$ cat src/obc_pkg.sv
/*
 Constants, field layout and carrier types of the option byte loader.
 Assumes a byte-wide flash read/write port on the same clock and APB access.
*/
// Notes on behaviour
// - Load five bytes from 0x80 at reset.
// - Boot swap loads from 0x1080 range instead.
// - Window code picks 25/50/75/100 percent.
// - Run bit starts watchdog, enables illegal detect.
// - Overflow field n gives 2^(10+n) cycles.
// - Lock bit clear lets software stop oscillator.
// - Unlocked oscillator: no watchdog clock in HALT/STOP.
// - Timer keeps clock in HALT/STOP while oscillator runs.
// - Watchdog keeps counting during self-programming.
// - Second byte bit 0 picks threshold mode.
// - Dual mode: wait high threshold, then low.
// - Single mode: low threshold always.
// - Mode bit writable only by external programmer.
// - Boot swap copies 0x1081 into 0x81.
// - Mode changes only after whole-chip erase.
// - Debug field: off, prohibited, keep, erase.
package obc_pkg;
    // Flash side
    localparam logic [15:0] OBC_PRI_BASE = 16'h0080;
    localparam logic [15:0] OBC_ALT_BASE = 16'h1080;
    localparam logic [2:0] OBC_NUM_BYTES = 3'h5;
    localparam logic [2:0] OBC_IDX_WDOG = 3'h0;
    localparam logic [2:0] OBC_IDX_POC = 3'h1;
    localparam logic [2:0] OBC_IDX_DBG = 3'h4;
    // Register indices, byte address is four times the index
    localparam logic [9:0] OBC_REG_WDOG = 10'h080;
    localparam logic [9:0] OBC_REG_POC = 10'h081;
    localparam logic [9:0] OBC_REG_RSVA = 10'h082;
    localparam logic [9:0] OBC_REG_RSVB = 10'h083;
    localparam logic [9:0] OBC_REG_DBG = 10'h084;
    localparam logic [9:0] OBC_REG_STATUS = 10'h085;
    localparam logic [9:0] OBC_REG_OSC_MODE = 10'h086;
    // Option byte and register fields, decode values
    localparam int OBC_WIN_HI = 6;
    localparam int OBC_WIN_LO = 5;
    localparam int OBC_RUN_BIT = 4;
    localparam int OBC_OVF_MSB = 3;
    localparam int OBC_OVF_LSB = 1;
    localparam int OBC_LOCK_BIT = 0;
    localparam int OBC_POC_BIT = 0;
    localparam int OBC_DBG_MSB = 1;
    localparam int OBC_STOP_REQ_BIT = 0;
    localparam logic [6:0] OBC_PCT_25 = 7'h19;
    localparam logic [6:0] OBC_PCT_50 = 7'h32;
    localparam logic [6:0] OBC_PCT_75 = 7'h4B;
    localparam logic [6:0] OBC_PCT_100 = 7'h64;
    localparam logic [4:0] OBC_OVF_EXP_BASE = 5'h0A;
    localparam logic [1:0] OBC_WIN_25 = 2'h0;
    localparam logic [2:0] OBC_OVF_MIN = 3'h0;
    // Debug field codes
    localparam logic [1:0] OBC_DBG_OFF = 2'h0;
    localparam logic [1:0] OBC_DBG_BAD = 2'h1;
    localparam logic [1:0] OBC_DBG_KEEP = 2'h2;
    localparam logic [1:0] OBC_DBG_ERASE = 2'h3;
    // Status register bits
    localparam int OBC_ST_LOADED = 0;
    localparam int OBC_ST_SWAPPED = 1;
    localparam int OBC_ST_WDOG_BAD = 2;
    localparam int OBC_ST_DBG_BAD = 3;
    localparam int OBC_ST_HI_SEEN = 4;
    localparam int OBC_ST_POC_OPEN = 5;
    localparam logic [7:0] OBC_BYTE_ZERO = 8'h00;

    typedef enum logic [1:0] {
        OBC_IDLE = 2'b00,
        OBC_READ = 2'b01,
        OBC_COPY = 2'b11,
        OBC_DONE = 2'b10
    } obc_state_type;

    typedef struct packed {
        logic [1:0] wdog_window_sel;
        logic wdog_run_enable;
        logic [2:0] wdog_overflow_sel;
        logic slow_osc_lock;
        logic por_threshold_mode;
        logic [1:0] debug_ctrl;
    } obc_cfg_type;

    typedef struct packed {
        logic req;
        logic we;
        logic [15:0] addr;
        logic [7:0] wdata;
    } obc_flash_req_type;
endpackage

$ cat src/obc_loader.sv
/*
 Option byte loader: fetches five configuration bytes after reset, decodes
 them for watchdog, slow oscillator, power-on-clear and debug units, and
 exposes them over APB. Assumes a flash port on I_CLOCK that answers a
 request with a one-cycle ack; comparator inputs are asynchronous.
*/
`timescale 1ns/1ns
`default_nettype none
module obc_loader
    import obc_pkg::*;
(
    // Clock and reset
    input wire logic I_CLOCK,
    input wire logic I_RST_N,
    // APB slave
    input wire logic I_PSEL,
    input wire logic I_PENABLE,
    input wire logic I_PWRITE,
    input wire logic [11:0] I_PADDR,
    input wire logic [31:0] I_PWDATA,
    output logic [31:0] O_PRDATA,
    output logic O_PREADY,
    output logic O_PSLVERR,
    // Flash port
    output obc_flash_req_type O_FLASH,
    input wire logic I_FLASH_ACK,
    input wire logic [7:0] I_FLASH_RDATA,
    // Flash mode and programming events
    input wire logic I_BOOT_SWAP,
    input wire logic I_SELF_PROG,
    input wire logic I_PGM_EXT,
    input wire logic I_CHIP_ERASE,
    input wire logic I_BLOCK_ERASE,
    input wire logic I_POC_WR,
    output logic O_POC_WR_ALLOW,
    // Power modes and supply comparators
    input wire logic I_HALT,
    input wire logic I_STOP,
    input wire logic I_VDD_ABOVE_HI,
    input wire logic I_VDD_ABOVE_LO,
    output logic O_POC_RELEASE,
    // Decoded settings
    output logic O_CFG_VALID,
    output logic [6:0] O_WDOG_WINDOW_PCT,
    output logic [4:0] O_WDOG_OVF_EXP,
    output logic O_WDOG_RUN,
    output logic O_WDOG_ILLEGAL_DET_EN,
    output logic O_WDOG_CLK_EN,
    output logic O_TIMER_CLK_EN,
    output logic O_SLOW_OSC_RUN,
    output logic O_POR_DUAL_MODE,
    output logic O_DEBUG_EN,
    output logic O_DEBUG_ERASE_ON_FAIL
);

    logic [1:0] rst_sync_r;
    logic rst_n;
    logic [1:0] hi_sync_r;
    logic [1:0] lo_sync_r;
    logic vdd_hi;
    logic vdd_lo;
    obc_state_type state_r;
    logic [2:0] idx_r;
    logic [15:0] base_r;
    logic swap_r;
    logic self_prog_r;
    logic [7:0] bytes_r [OBC_NUM_BYTES];
    obc_cfg_type cfg_r;
    logic loaded_r;
    logic stop_req_r;
    logic hi_seen_r;
    logic poc_open_r;
    logic [31:0] prdata_r;
    logic [31:0] rd_nxt;
    logic [9:0] reg_idx;
    logic mapped;
    logic wdog_bad;
    logic dbg_bad;
    logic halted;

    // Reset release through two flops
    // Assert at once; release waits two edges to avoid a metastable exit
    always_ff @(posedge I_CLOCK or negedge I_RST_N) begin
        if (!I_RST_N) begin
            rst_sync_r <= 2'b00;
        end else begin
            rst_sync_r <= {rst_sync_r[0], 1'b1};
        end
    end
    assign rst_n = rst_sync_r[1];

    // Comparator synchronisers
    always_ff @(posedge I_CLOCK or negedge rst_n) begin
        if (!rst_n) begin
            hi_sync_r <= 2'b00;
            lo_sync_r <= 2'b00;
        end else begin
            hi_sync_r <= {hi_sync_r[0], I_VDD_ABOVE_HI};
            lo_sync_r <= {lo_sync_r[0], I_VDD_ABOVE_LO};
        end
    end
    assign vdd_hi = hi_sync_r[1];
    assign vdd_lo = lo_sync_r[1];

    // Load sequencer
    always_ff @(posedge I_CLOCK or negedge rst_n) begin
        if (!rst_n) begin
            state_r <= OBC_IDLE;
            idx_r <= 3'h0;
            base_r <= OBC_PRI_BASE;
            swap_r <= 1'b0;
            self_prog_r <= 1'b0;
        end else begin
            unique case (state_r)
                OBC_IDLE: begin
                    // Mode inputs sampled once; later changes wait for reset
                    // fetch base chosen
                    base_r <= I_BOOT_SWAP ? OBC_ALT_BASE : OBC_PRI_BASE;
                    swap_r <= I_BOOT_SWAP;
                    self_prog_r <= I_SELF_PROG;
                    idx_r <= 3'h0;
                    state_r <= OBC_READ;
                end
                OBC_READ: begin
                    // Request stays up between bytes, no idle gap
                    if (I_FLASH_ACK) begin
                        if (idx_r == OBC_NUM_BYTES - 3'h1) begin
                            state_r <= swap_r ? OBC_COPY : OBC_DONE;
                        end else begin
                            idx_r <= idx_r + 3'h1;
                        end
                    end
                end
                OBC_COPY: begin
                    // Only the second byte goes back to the primary copy
                    if (I_FLASH_ACK) begin
                        state_r <= OBC_DONE;
                    end
                end
                OBC_DONE: begin
                    state_r <= OBC_DONE;
                end
            endcase
        end
    end

    // Byte capture, one bank per option byte
    for (genvar g = 0; g < OBC_NUM_BYTES; g++) begin : g_byte
        always_ff @(posedge I_CLOCK or negedge rst_n) begin
            if (!rst_n) begin
                bytes_r[g] <= OBC_BYTE_ZERO;
            end else if (state_r == OBC_READ && I_FLASH_ACK
                         && idx_r == 3'(g)) begin
                bytes_r[g] <= I_FLASH_RDATA;
            end
        end
    end

    // Flash request, held until ack
    always_comb begin
        O_FLASH.req = (state_r == OBC_READ) || (state_r == OBC_COPY);
        O_FLASH.we = (state_r == OBC_COPY);
        O_FLASH.addr = base_r + {13'h0000, idx_r};
        O_FLASH.wdata = OBC_BYTE_ZERO;
        if (state_r == OBC_COPY) begin
            O_FLASH.addr = OBC_PRI_BASE + {13'h0000, OBC_IDX_POC};
            O_FLASH.wdata = bytes_r[OBC_IDX_POC];
            if (self_prog_r) begin
                O_FLASH.wdata[OBC_POC_BIT] = 1'b0;
            end
        end
    end

    // Settings frozen once loading ends
    // Later flash writes cannot disturb running units
    always_ff @(posedge I_CLOCK or negedge rst_n) begin
        if (!rst_n) begin
            cfg_r <= '0;
            loaded_r <= 1'b0;
        end else if (state_r == OBC_DONE && !loaded_r) begin
            loaded_r <= 1'b1;
            cfg_r.wdog_window_sel <=
                bytes_r[OBC_IDX_WDOG][OBC_WIN_HI:OBC_WIN_LO];
            cfg_r.wdog_run_enable <= bytes_r[OBC_IDX_WDOG][OBC_RUN_BIT];
            cfg_r.wdog_overflow_sel <=
                bytes_r[OBC_IDX_WDOG][OBC_OVF_MSB:OBC_OVF_LSB];
            cfg_r.slow_osc_lock <= bytes_r[OBC_IDX_WDOG][OBC_LOCK_BIT];
            // mode bit; self-prog swap keeps default
            cfg_r.por_threshold_mode <= bytes_r[OBC_IDX_POC][OBC_POC_BIT]
                && !(swap_r && self_prog_r);
            cfg_r.debug_ctrl <= bytes_r[OBC_IDX_DBG][OBC_DBG_MSB:0];
        end
    end

    // Software stop request for the slow oscillator
    // Only the oscillator mode register accepts writes
    always_ff @(posedge I_CLOCK or negedge rst_n) begin
        if (!rst_n) begin
            stop_req_r <= 1'b0;
        end else if (I_PSEL && I_PENABLE && I_PWRITE
                      && reg_idx == OBC_REG_OSC_MODE) begin
            stop_req_r <= I_PWDATA[OBC_STOP_REQ_BIT];
        end
    end

    // High threshold seen since supply last dropped
    // A drop below the low threshold rearms the wait for the high one
    always_ff @(posedge I_CLOCK or negedge rst_n) begin
        if (!rst_n) begin
            hi_seen_r <= 1'b0;
        end else if (!vdd_lo) begin
            hi_seen_r <= 1'b0;
        end else if (vdd_hi) begin
            hi_seen_r <= 1'b1;
        end
    end

    // Mode bit write window; erase set wins over a same-cycle write
    always_ff @(posedge I_CLOCK or negedge rst_n) begin
        if (!rst_n) begin
            poc_open_r <= 1'b0;
        end else if (I_CHIP_ERASE) begin
            poc_open_r <= 1'b1;
        end else if (I_POC_WR && O_POC_WR_ALLOW) begin
            poc_open_r <= 1'b0;
        end
    end
    // Block erase deliberately has no path here
    logic unused_block_erase;
    assign unused_block_erase = I_BLOCK_ERASE;

    // Self-programming can never open it
    // external programmer after erase
    assign O_POC_WR_ALLOW = I_PGM_EXT && poc_open_r;

    // Power-on-clear release
    always_comb begin
        if (cfg_r.por_threshold_mode) begin
            O_POC_RELEASE = hi_seen_r && vdd_lo;
        end else begin
            O_POC_RELEASE = vdd_lo;
        end
    end

    // Window percentage decode
    always_comb begin
        unique case (cfg_r.wdog_window_sel)
            2'b00: O_WDOG_WINDOW_PCT = OBC_PCT_25;
            2'b01: O_WDOG_WINDOW_PCT = OBC_PCT_50;
            2'b10: O_WDOG_WINDOW_PCT = OBC_PCT_75;
            2'b11: O_WDOG_WINDOW_PCT = OBC_PCT_100;
        endcase
    end

    assign O_WDOG_OVF_EXP = OBC_OVF_EXP_BASE
        + {2'b00, cfg_r.wdog_overflow_sel};
    assign O_WDOG_RUN = loaded_r && cfg_r.wdog_run_enable;
    assign O_WDOG_ILLEGAL_DET_EN = loaded_r && cfg_r.wdog_run_enable;
    assign O_CFG_VALID = loaded_r;
    assign O_POR_DUAL_MODE = cfg_r.por_threshold_mode;

    assign O_SLOW_OSC_RUN = cfg_r.slow_osc_lock || !stop_req_r;
    assign halted = I_HALT || I_STOP;
    always_comb begin
        O_WDOG_CLK_EN = O_WDOG_RUN && O_SLOW_OSC_RUN;
        // Self-programming never gates it; unlocked standby does
        if (!cfg_r.slow_osc_lock && halted) begin
            O_WDOG_CLK_EN = 1'b0;
        end
    end
    assign O_TIMER_CLK_EN = O_SLOW_OSC_RUN;

    always_comb begin
        O_DEBUG_EN = 1'b0;
        O_DEBUG_ERASE_ON_FAIL = 1'b0;
        unique case (cfg_r.debug_ctrl)
            OBC_DBG_OFF, OBC_DBG_BAD: begin
                // Prohibited code fails safe to disabled
                O_DEBUG_EN = 1'b0;
            end
            OBC_DBG_KEEP: begin
                O_DEBUG_EN = loaded_r;
            end
            OBC_DBG_ERASE: begin
                O_DEBUG_EN = loaded_r;
                O_DEBUG_ERASE_ON_FAIL = loaded_r;
            end
        endcase
    end

    assign wdog_bad = loaded_r && cfg_r.wdog_overflow_sel == OBC_OVF_MIN
        && cfg_r.wdog_window_sel == OBC_WIN_25;
    assign dbg_bad = loaded_r && cfg_r.debug_ctrl == OBC_DBG_BAD;

    // APB decode; word index sits above the two byte-lane bits
    assign reg_idx = I_PADDR[11:2];
    always_comb begin
        mapped = 1'b1;
        rd_nxt = 32'h0000_0000;
        unique case (reg_idx)
            OBC_REG_WDOG: rd_nxt[7:0] = bytes_r[OBC_IDX_WDOG];
            OBC_REG_POC: rd_nxt[7:0] = bytes_r[OBC_IDX_POC];
            // Reserved bytes read as zero
            OBC_REG_RSVA, OBC_REG_RSVB: rd_nxt = 32'h0000_0000;
            OBC_REG_DBG: rd_nxt[7:0] = bytes_r[OBC_IDX_DBG];
            OBC_REG_STATUS: begin
                rd_nxt[OBC_ST_LOADED] = loaded_r;
                rd_nxt[OBC_ST_SWAPPED] = swap_r;
                rd_nxt[OBC_ST_WDOG_BAD] = wdog_bad;
                rd_nxt[OBC_ST_DBG_BAD] = dbg_bad;
                rd_nxt[OBC_ST_HI_SEEN] = hi_seen_r;
                rd_nxt[OBC_ST_POC_OPEN] = poc_open_r;
            end
            OBC_REG_OSC_MODE: rd_nxt[OBC_STOP_REQ_BIT] = stop_req_r;
            default: mapped = 1'b0;
        endcase
    end

    // Read data captured in setup so access phase needs no wait
    always_ff @(posedge I_CLOCK or negedge rst_n) begin
        if (!rst_n) begin
            prdata_r <= 32'h0000_0000;
        end else if (I_PSEL && !I_PENABLE) begin
            prdata_r <= (I_PWRITE) ? 32'h0000_0000 : rd_nxt;
        end
    end

    assign O_PRDATA = prdata_r;
    assign O_PREADY = 1'b1;
    // Only unmapped indices error; option byte writes are dropped
    assign O_PSLVERR = I_PSEL && I_PENABLE && !mapped;

endmodule
`default_nettype wire

$ cat config.mk
export PLATFORM = sky130hd
export DESIGN_NAME = obc_loader
export DESIGN_NICKNAME = d
export VERILOG_FILES = /design/src/obc_pkg.sv /design/src/obc_loader.sv
export SDC_FILE = /design/constraint.sdc
export NUM_CORES = 1
export LEC_CHECK = 0
export BUFFER_PORTS_ARGS = -buffer_cell sky130_fd_sc_hd__buf_2
export CORE_MARGIN = 2
export CORE_UTILIZATION = 45
export CTS_BUF_LIST = sky130_fd_sc_hd__clkbuf_4 sky130_fd_sc_hd__clkbuf_8 sky130_fd_sc_hd__clkbuf_16
export DETAILED_ROUTE_END_ITERATION = 10
export PLACE_DENSITY = 0.78
export SLEW_MARGIN = 20
export SYNTH_ARGS = -nofsm -noshare
export SYNTH_HDL_FRONTEND = slang
export SYNTH_SLANG_ARGS = --single-unit
$ cat constraint.sdc
create_clock -name I_CLOCK -period 3.02 [get_ports I_CLOCK]
set_input_delay 0.453 -clock I_CLOCK [delete_from_list [all_inputs] [get_ports I_CLOCK]]
set_output_delay 0.453 -clock I_CLOCK [all_outputs]
set_load 0.01 [all_outputs]
# Word level (Yosys, flattened, before mapping)
# Index checks and enable logic that the tools add are counted.
# op_classes
addsub	3
multipliers	0
n_div	0
n_lt_le_gt_ge	0
eq_ne	23
shift	0
muxes	25
n_bitwise	0
n_reduce_logical	42
# ops
cell	n
10-bit by 8-bit equality test with 1-bit output, second input constant	7
7-bit case mux with 4 select lines	1
24-bit 2-to-1 mux	1
1-bit logical AND	21
5-bit case mux with 4 select lines	1
16-bit by 3-bit adder with 16-bit output	1
13-bit 2-to-1 mux	1
2-bit equality test, second input constant	6
1-bit 2-to-1 mux	10
8-bit 2-to-1 mux	1
2-bit != test, second input constant	4
2-bit case mux with 4 select lines	1
7-bit OR reduction	1
2-bit by 1-bit equality test with 1-bit output, second input constant	3
1-bit zero test	6
2-bit zero test	3
3-bit zero test	2
2-bit 2-to-1 mux	3
3-bit 2-to-1 mux	2
2-bit case mux with 3 select lines	1
3-bit case mux with 2 select lines	1
3-bit AND reduction	2
4-bit by 3-bit adder with 5-bit output, first input constant	1
1-bit case mux with 5 select lines	1
other kinds (8)	12
# totals
regBits	99
latch_bits	0
mem_bits_rw	0
romBits	0
input_bits	68
output_inout_bits	83
elab_cells	115
memories	0

# Logic depth before layout (Yosys ltp)
# logic_depth
depth_word	5
ltp_mapped	6
mapped_depth_nobuf	6

# Worst setup path before layout
# No wires, ideal clock.
# synth_path
path_type	input to output
start	input port I_PADDR[8]
end	output port O_PSLVERR
arrival_time_ns	1.133
required_time_ns	2.567
setup_slack_ns	1.434
stages	4
n_path_buf	0
cell_sequence	nor4b_1 nand2_1 a31oi_1 nor2_1
# synth_between
elab_chain_len	5
word_cells_on_any_way	11
classes_between	7 x eq/ne; 1 x mux; 3 x reduce/logical
# synth_rtl
item	line	rtl
start: declaration	obc_loader.sv:19	input wire logic [11:0] I_PADDR,
10-bit by 8-bit equality test with 1-bit output	obc_loader.sv:300	unique case (reg_idx)
7-bit OR reduction (no line) (*)	n/a	
1-bit 2-to-1 mux (*)	obc_loader.sv:300	
1-bit zero test (*)	obc_loader.sv:331	assign O_PSLVERR = I_PSEL && I_PENABLE && !mapped;
1-bit logical AND (*)	obc_loader.sv:331	
end: declaration	obc_loader.sv:23	output logic O_PSLVERR,
# Every way passes the cells marked *; elsewhere a longest branch is shown, timed or not.

==> results_dict.tcl <==
set metrics [dict create \
    antenna_cells 0 \
    grtUsageTotal 0.1810 \
    vias_per_cell 5.050 \
    synth_top_family_by_area "multiplexers" \
    clk_path_buf_depth 2 \
    vias 2207 \
    final_cell_mix "buf_2, dfrtp_1, conb_1, mux2_2, nand2_1" \
    dieArea_um2 7590 \
    drc 0 \
    critPathMaxFanout 17 \
    whs_endpoint "lo_sync_r[0]" \
    grt_pass1_vias 2109 \
    syn-cell-area_um2 3109 \
    slew_violations 0 \
    numClockSinks 59 \
    timing.setup.tns_ns 0 \
    finalWirelength_mm 6.461 \
    start_kind "register" \
    place_congestion 0.7412 \
    switchingPower_mw 0.3763 \
    drive_above_1_share 0.4006 \
    fillerInstances 622 \
    worstMarginPinSlew_ns 0.6938 \
    p_clk_frac 0.423 \
    clkLatencyLatePin_ns 0.34 \
    synth.avg_cell_area_um2 11.43 \
    finalHoldViolCount 0 \
    post_cts_resized 0 \
    yosys_register_bits 59 \
    min_period_over_period 0.6992 \
    post-route-util 0.5357 \
    gr-total-overflow 0 \
    dp_slack_ns 1.095 \
    synth.top_cell.area_share 0.4748 \
    grt_pass1_wl_mm 10.27 \
    num-nets-final 429 \
    yosys.area.top_type "dfrtp_1" \
    rrSetupSlack_ns 1.07 \
    synth-compound-area-share 0.07485 \
    crit_type "register to primary output" \
    ir_worst_vdd_uv 344.8 \
    synthCells 272 \
    syn2layout_area_growth_pct 16.42 \
    swShare 0.2310 \
    design_area_um2 3620 \
    leakage_nw 1.985 \
    portBuffers 79 \
    synth.mux.area_fraction 0.1581 \
    layout_commonest_cell "buf_2" \
    start_util 0.4602 \
    drt-initial-drc-count 96 \
    htree_levels 3 \
    synth_cell_types 43 \
    cts_root_buf "clkbuf_8" \
    post_dp_cell_area_um2 3411 \
    grt_max_degree 34 \
    fmax_mhz 473.6 \
    total_power_mw 1.629 \
    combinationalPowerShare 0.077 \
    fin_skew_ns 0.008440 \
    timing.final.ws_setup_ns 0.9085 \
    internal-power_mw 1.252 \
    rows 30 \
    status "completed" \
    rsz0062_at_grt "no" \
    reg2reg_to "bytes_r[0]" \
    maxCapViolations 0 \
    die_height_um 87.12 \
    hp-start "I_VDD_ABOVE_LO" \
    crit_arrival_ns 1.66 \
    cp_data_required_time_ns 2.57 \
    r2r_cells 5 \
    yosys_warnings 0 \
    cts-buffers-inserted 9 \
    fp.coreArea_um2 6756 \
    wire_per_inst_um 14.78 \
    first_pass_iters 4 \
    place_inst 420 \
    r2r-start "idx_r[1]" \
    synth-xor-area-share 0 \
    antenna_left 0 \
    period_needed_ns 2.111 \
    finalNonFillerCells 437 \
    maxSlewHeadroom 0.5375 \
    cts_tree "built" \
    worst_setup_path_end_kind "primary output" \
    min_path_type "input pin to register" \
    whs_ns 0.2240 \
    ys_top_cells_by_area "dfrtp_1, mux2_2, buf_4" \
    setup-violations-final 0 \
    dpl.hpwl_mm 4.742 \
    hold_path_depth 1 \
    clkTransAtPathRegs_ns 0.06 \
    seq_area_frac_synth 0.4748 \
    powerDensity_nw_per_um2 450.0 \
    antenna_found_initial 0 \
    ios 151 \
    synthAdderAreaFrac 0.03622 \
    synthSimpleGateAreaFrac 0.1292 \
    seqPwrFrac 0.500 \
    die_width_um 87.12 \
]
## kinds of logic (layout without fill, tap and decap cells)
family	Yosys count	in the layout
compound gates	33	33
fa+ha+maj	9	9
buf+inv	60	109
flops	59	59
mux	40	40
other cells	2	38
simple gates	69	69
## cell type report
| class | count | area, um^2 | area share |
|---|---|---|---|
| timing repair buffer | 82 | 420.4 | 0.1161 |
| inverter | 11 | 41.29 | 0.01141 |
| tap | 80 | 100.1 | 0.02765 |
| sequential | 59 | 1478 | 0.4082 |
| clock buffer | 15 | 193.9 | 0.05358 |
| multi-input combinational | 189 | 1381 | 0.3816 |
| clock inverter | 1 | 5.005 | 0.001383 |
## layer usage
layer / part of all wire / wire length [um] / vias to the layer above / track usage
met3: 0.067 / 430 / 8 / 0.04265
li1: - / - / 1025 / -
met2: 0.47 / 3040 / 100 / 0.2935
met1: 0.45 / 2897 / 1074 / 0.2304
met4: 0.014 / 93 / 0 / 0.08252
met5: 0 / 0 / - / 0
## how the worst max path moves through the flow
stage	end	start	slack, ns	depth (start not counted)
floorplan	O_CFG_VALID	rst_sync_r[1]	1.26	0
global placement	bytes_r[39]	state_r[0]	1.14	4
detailed placement	bytes_r[0]	idx_r[1]	1.10	5
CTS	O_FLASH[0]	state_r[1]	0.88	3
global route	O_FLASH[0]	state_r[1]	0.72	3
finish	O_FLASH[0]	state_r[1]	0.91	3
## repair_timing
| action | CTS | global route |
|---|---|---|
| hold buffers | 1 | 0 |
| setup endpoints to repair | 0 | 0 |
| endpoints found under the hold margin | 2 | 0 |
| buffers inserted | 0 | 0 |
## registers in the layout (all words and copies together), names as in the netlist, 2 cells and up
register and count:
cfg_r 9, hi_sync_r 2, bytes_r 24, state_r 2
idx_r 3, O_PRDATA 8, lo_sync_r 2, rst_sync_r 2
## Yosys cell counts
cell / instances
dfrtp_1: 59
buf_4: 41
mux2_2: 32
nand2_1: 15
inv_1: 11
nor2_1: 11
ha_1: 9
and3_1: 8
o21ai_0: 8
a22o_1: 7
buf_2: 6
and2_1: 5
nand3_1: 5
mux4_2: 4
nand2b_1: 4
nor3_1: 4
o21a_1: 4
mux2i_1: 3
nor2b_1: 3
or2_2: 3
a211oi_1: 2
a21oi_1: 2
a31oi_1: 2
clkbuf_1: 2
conb_1: 2
nand2_2: 2
o22ai_1: 2
a211o_1: 1
a21bo_2: 1
a21o_1: 1
a22oi_1: 1
a32oi_1: 1
and3b_1: 1
mux2_1: 1
nand4_1: 1
nand4b_1: 1
nor2_2: 1
nor3b_1: 1
nor4_4: 1
nor4b_1: 1
nor4b_4: 1
o41ai_1: 1
or4bb_1: 1
## power by group through the flow
stage	Sequential, mW	Combinational (mW)	Clock [mW]
after global placement	0.828	0.122	0
after detailed placement	0.829	0.125	0
after global routing	0.817	0.142	0.736
after floorplan	0.830	0.105	0
final	0.814	0.126	0.689
after CTS	0.815	0.127	0.706
## critical path, cell delays in order (launching register included)
cell and delay, ns:
dfrtp_1 0.73, nand2_1 0.22, nor3b_1 0.21, buf_2 0.16
Power figures use the tool's default switching activity.
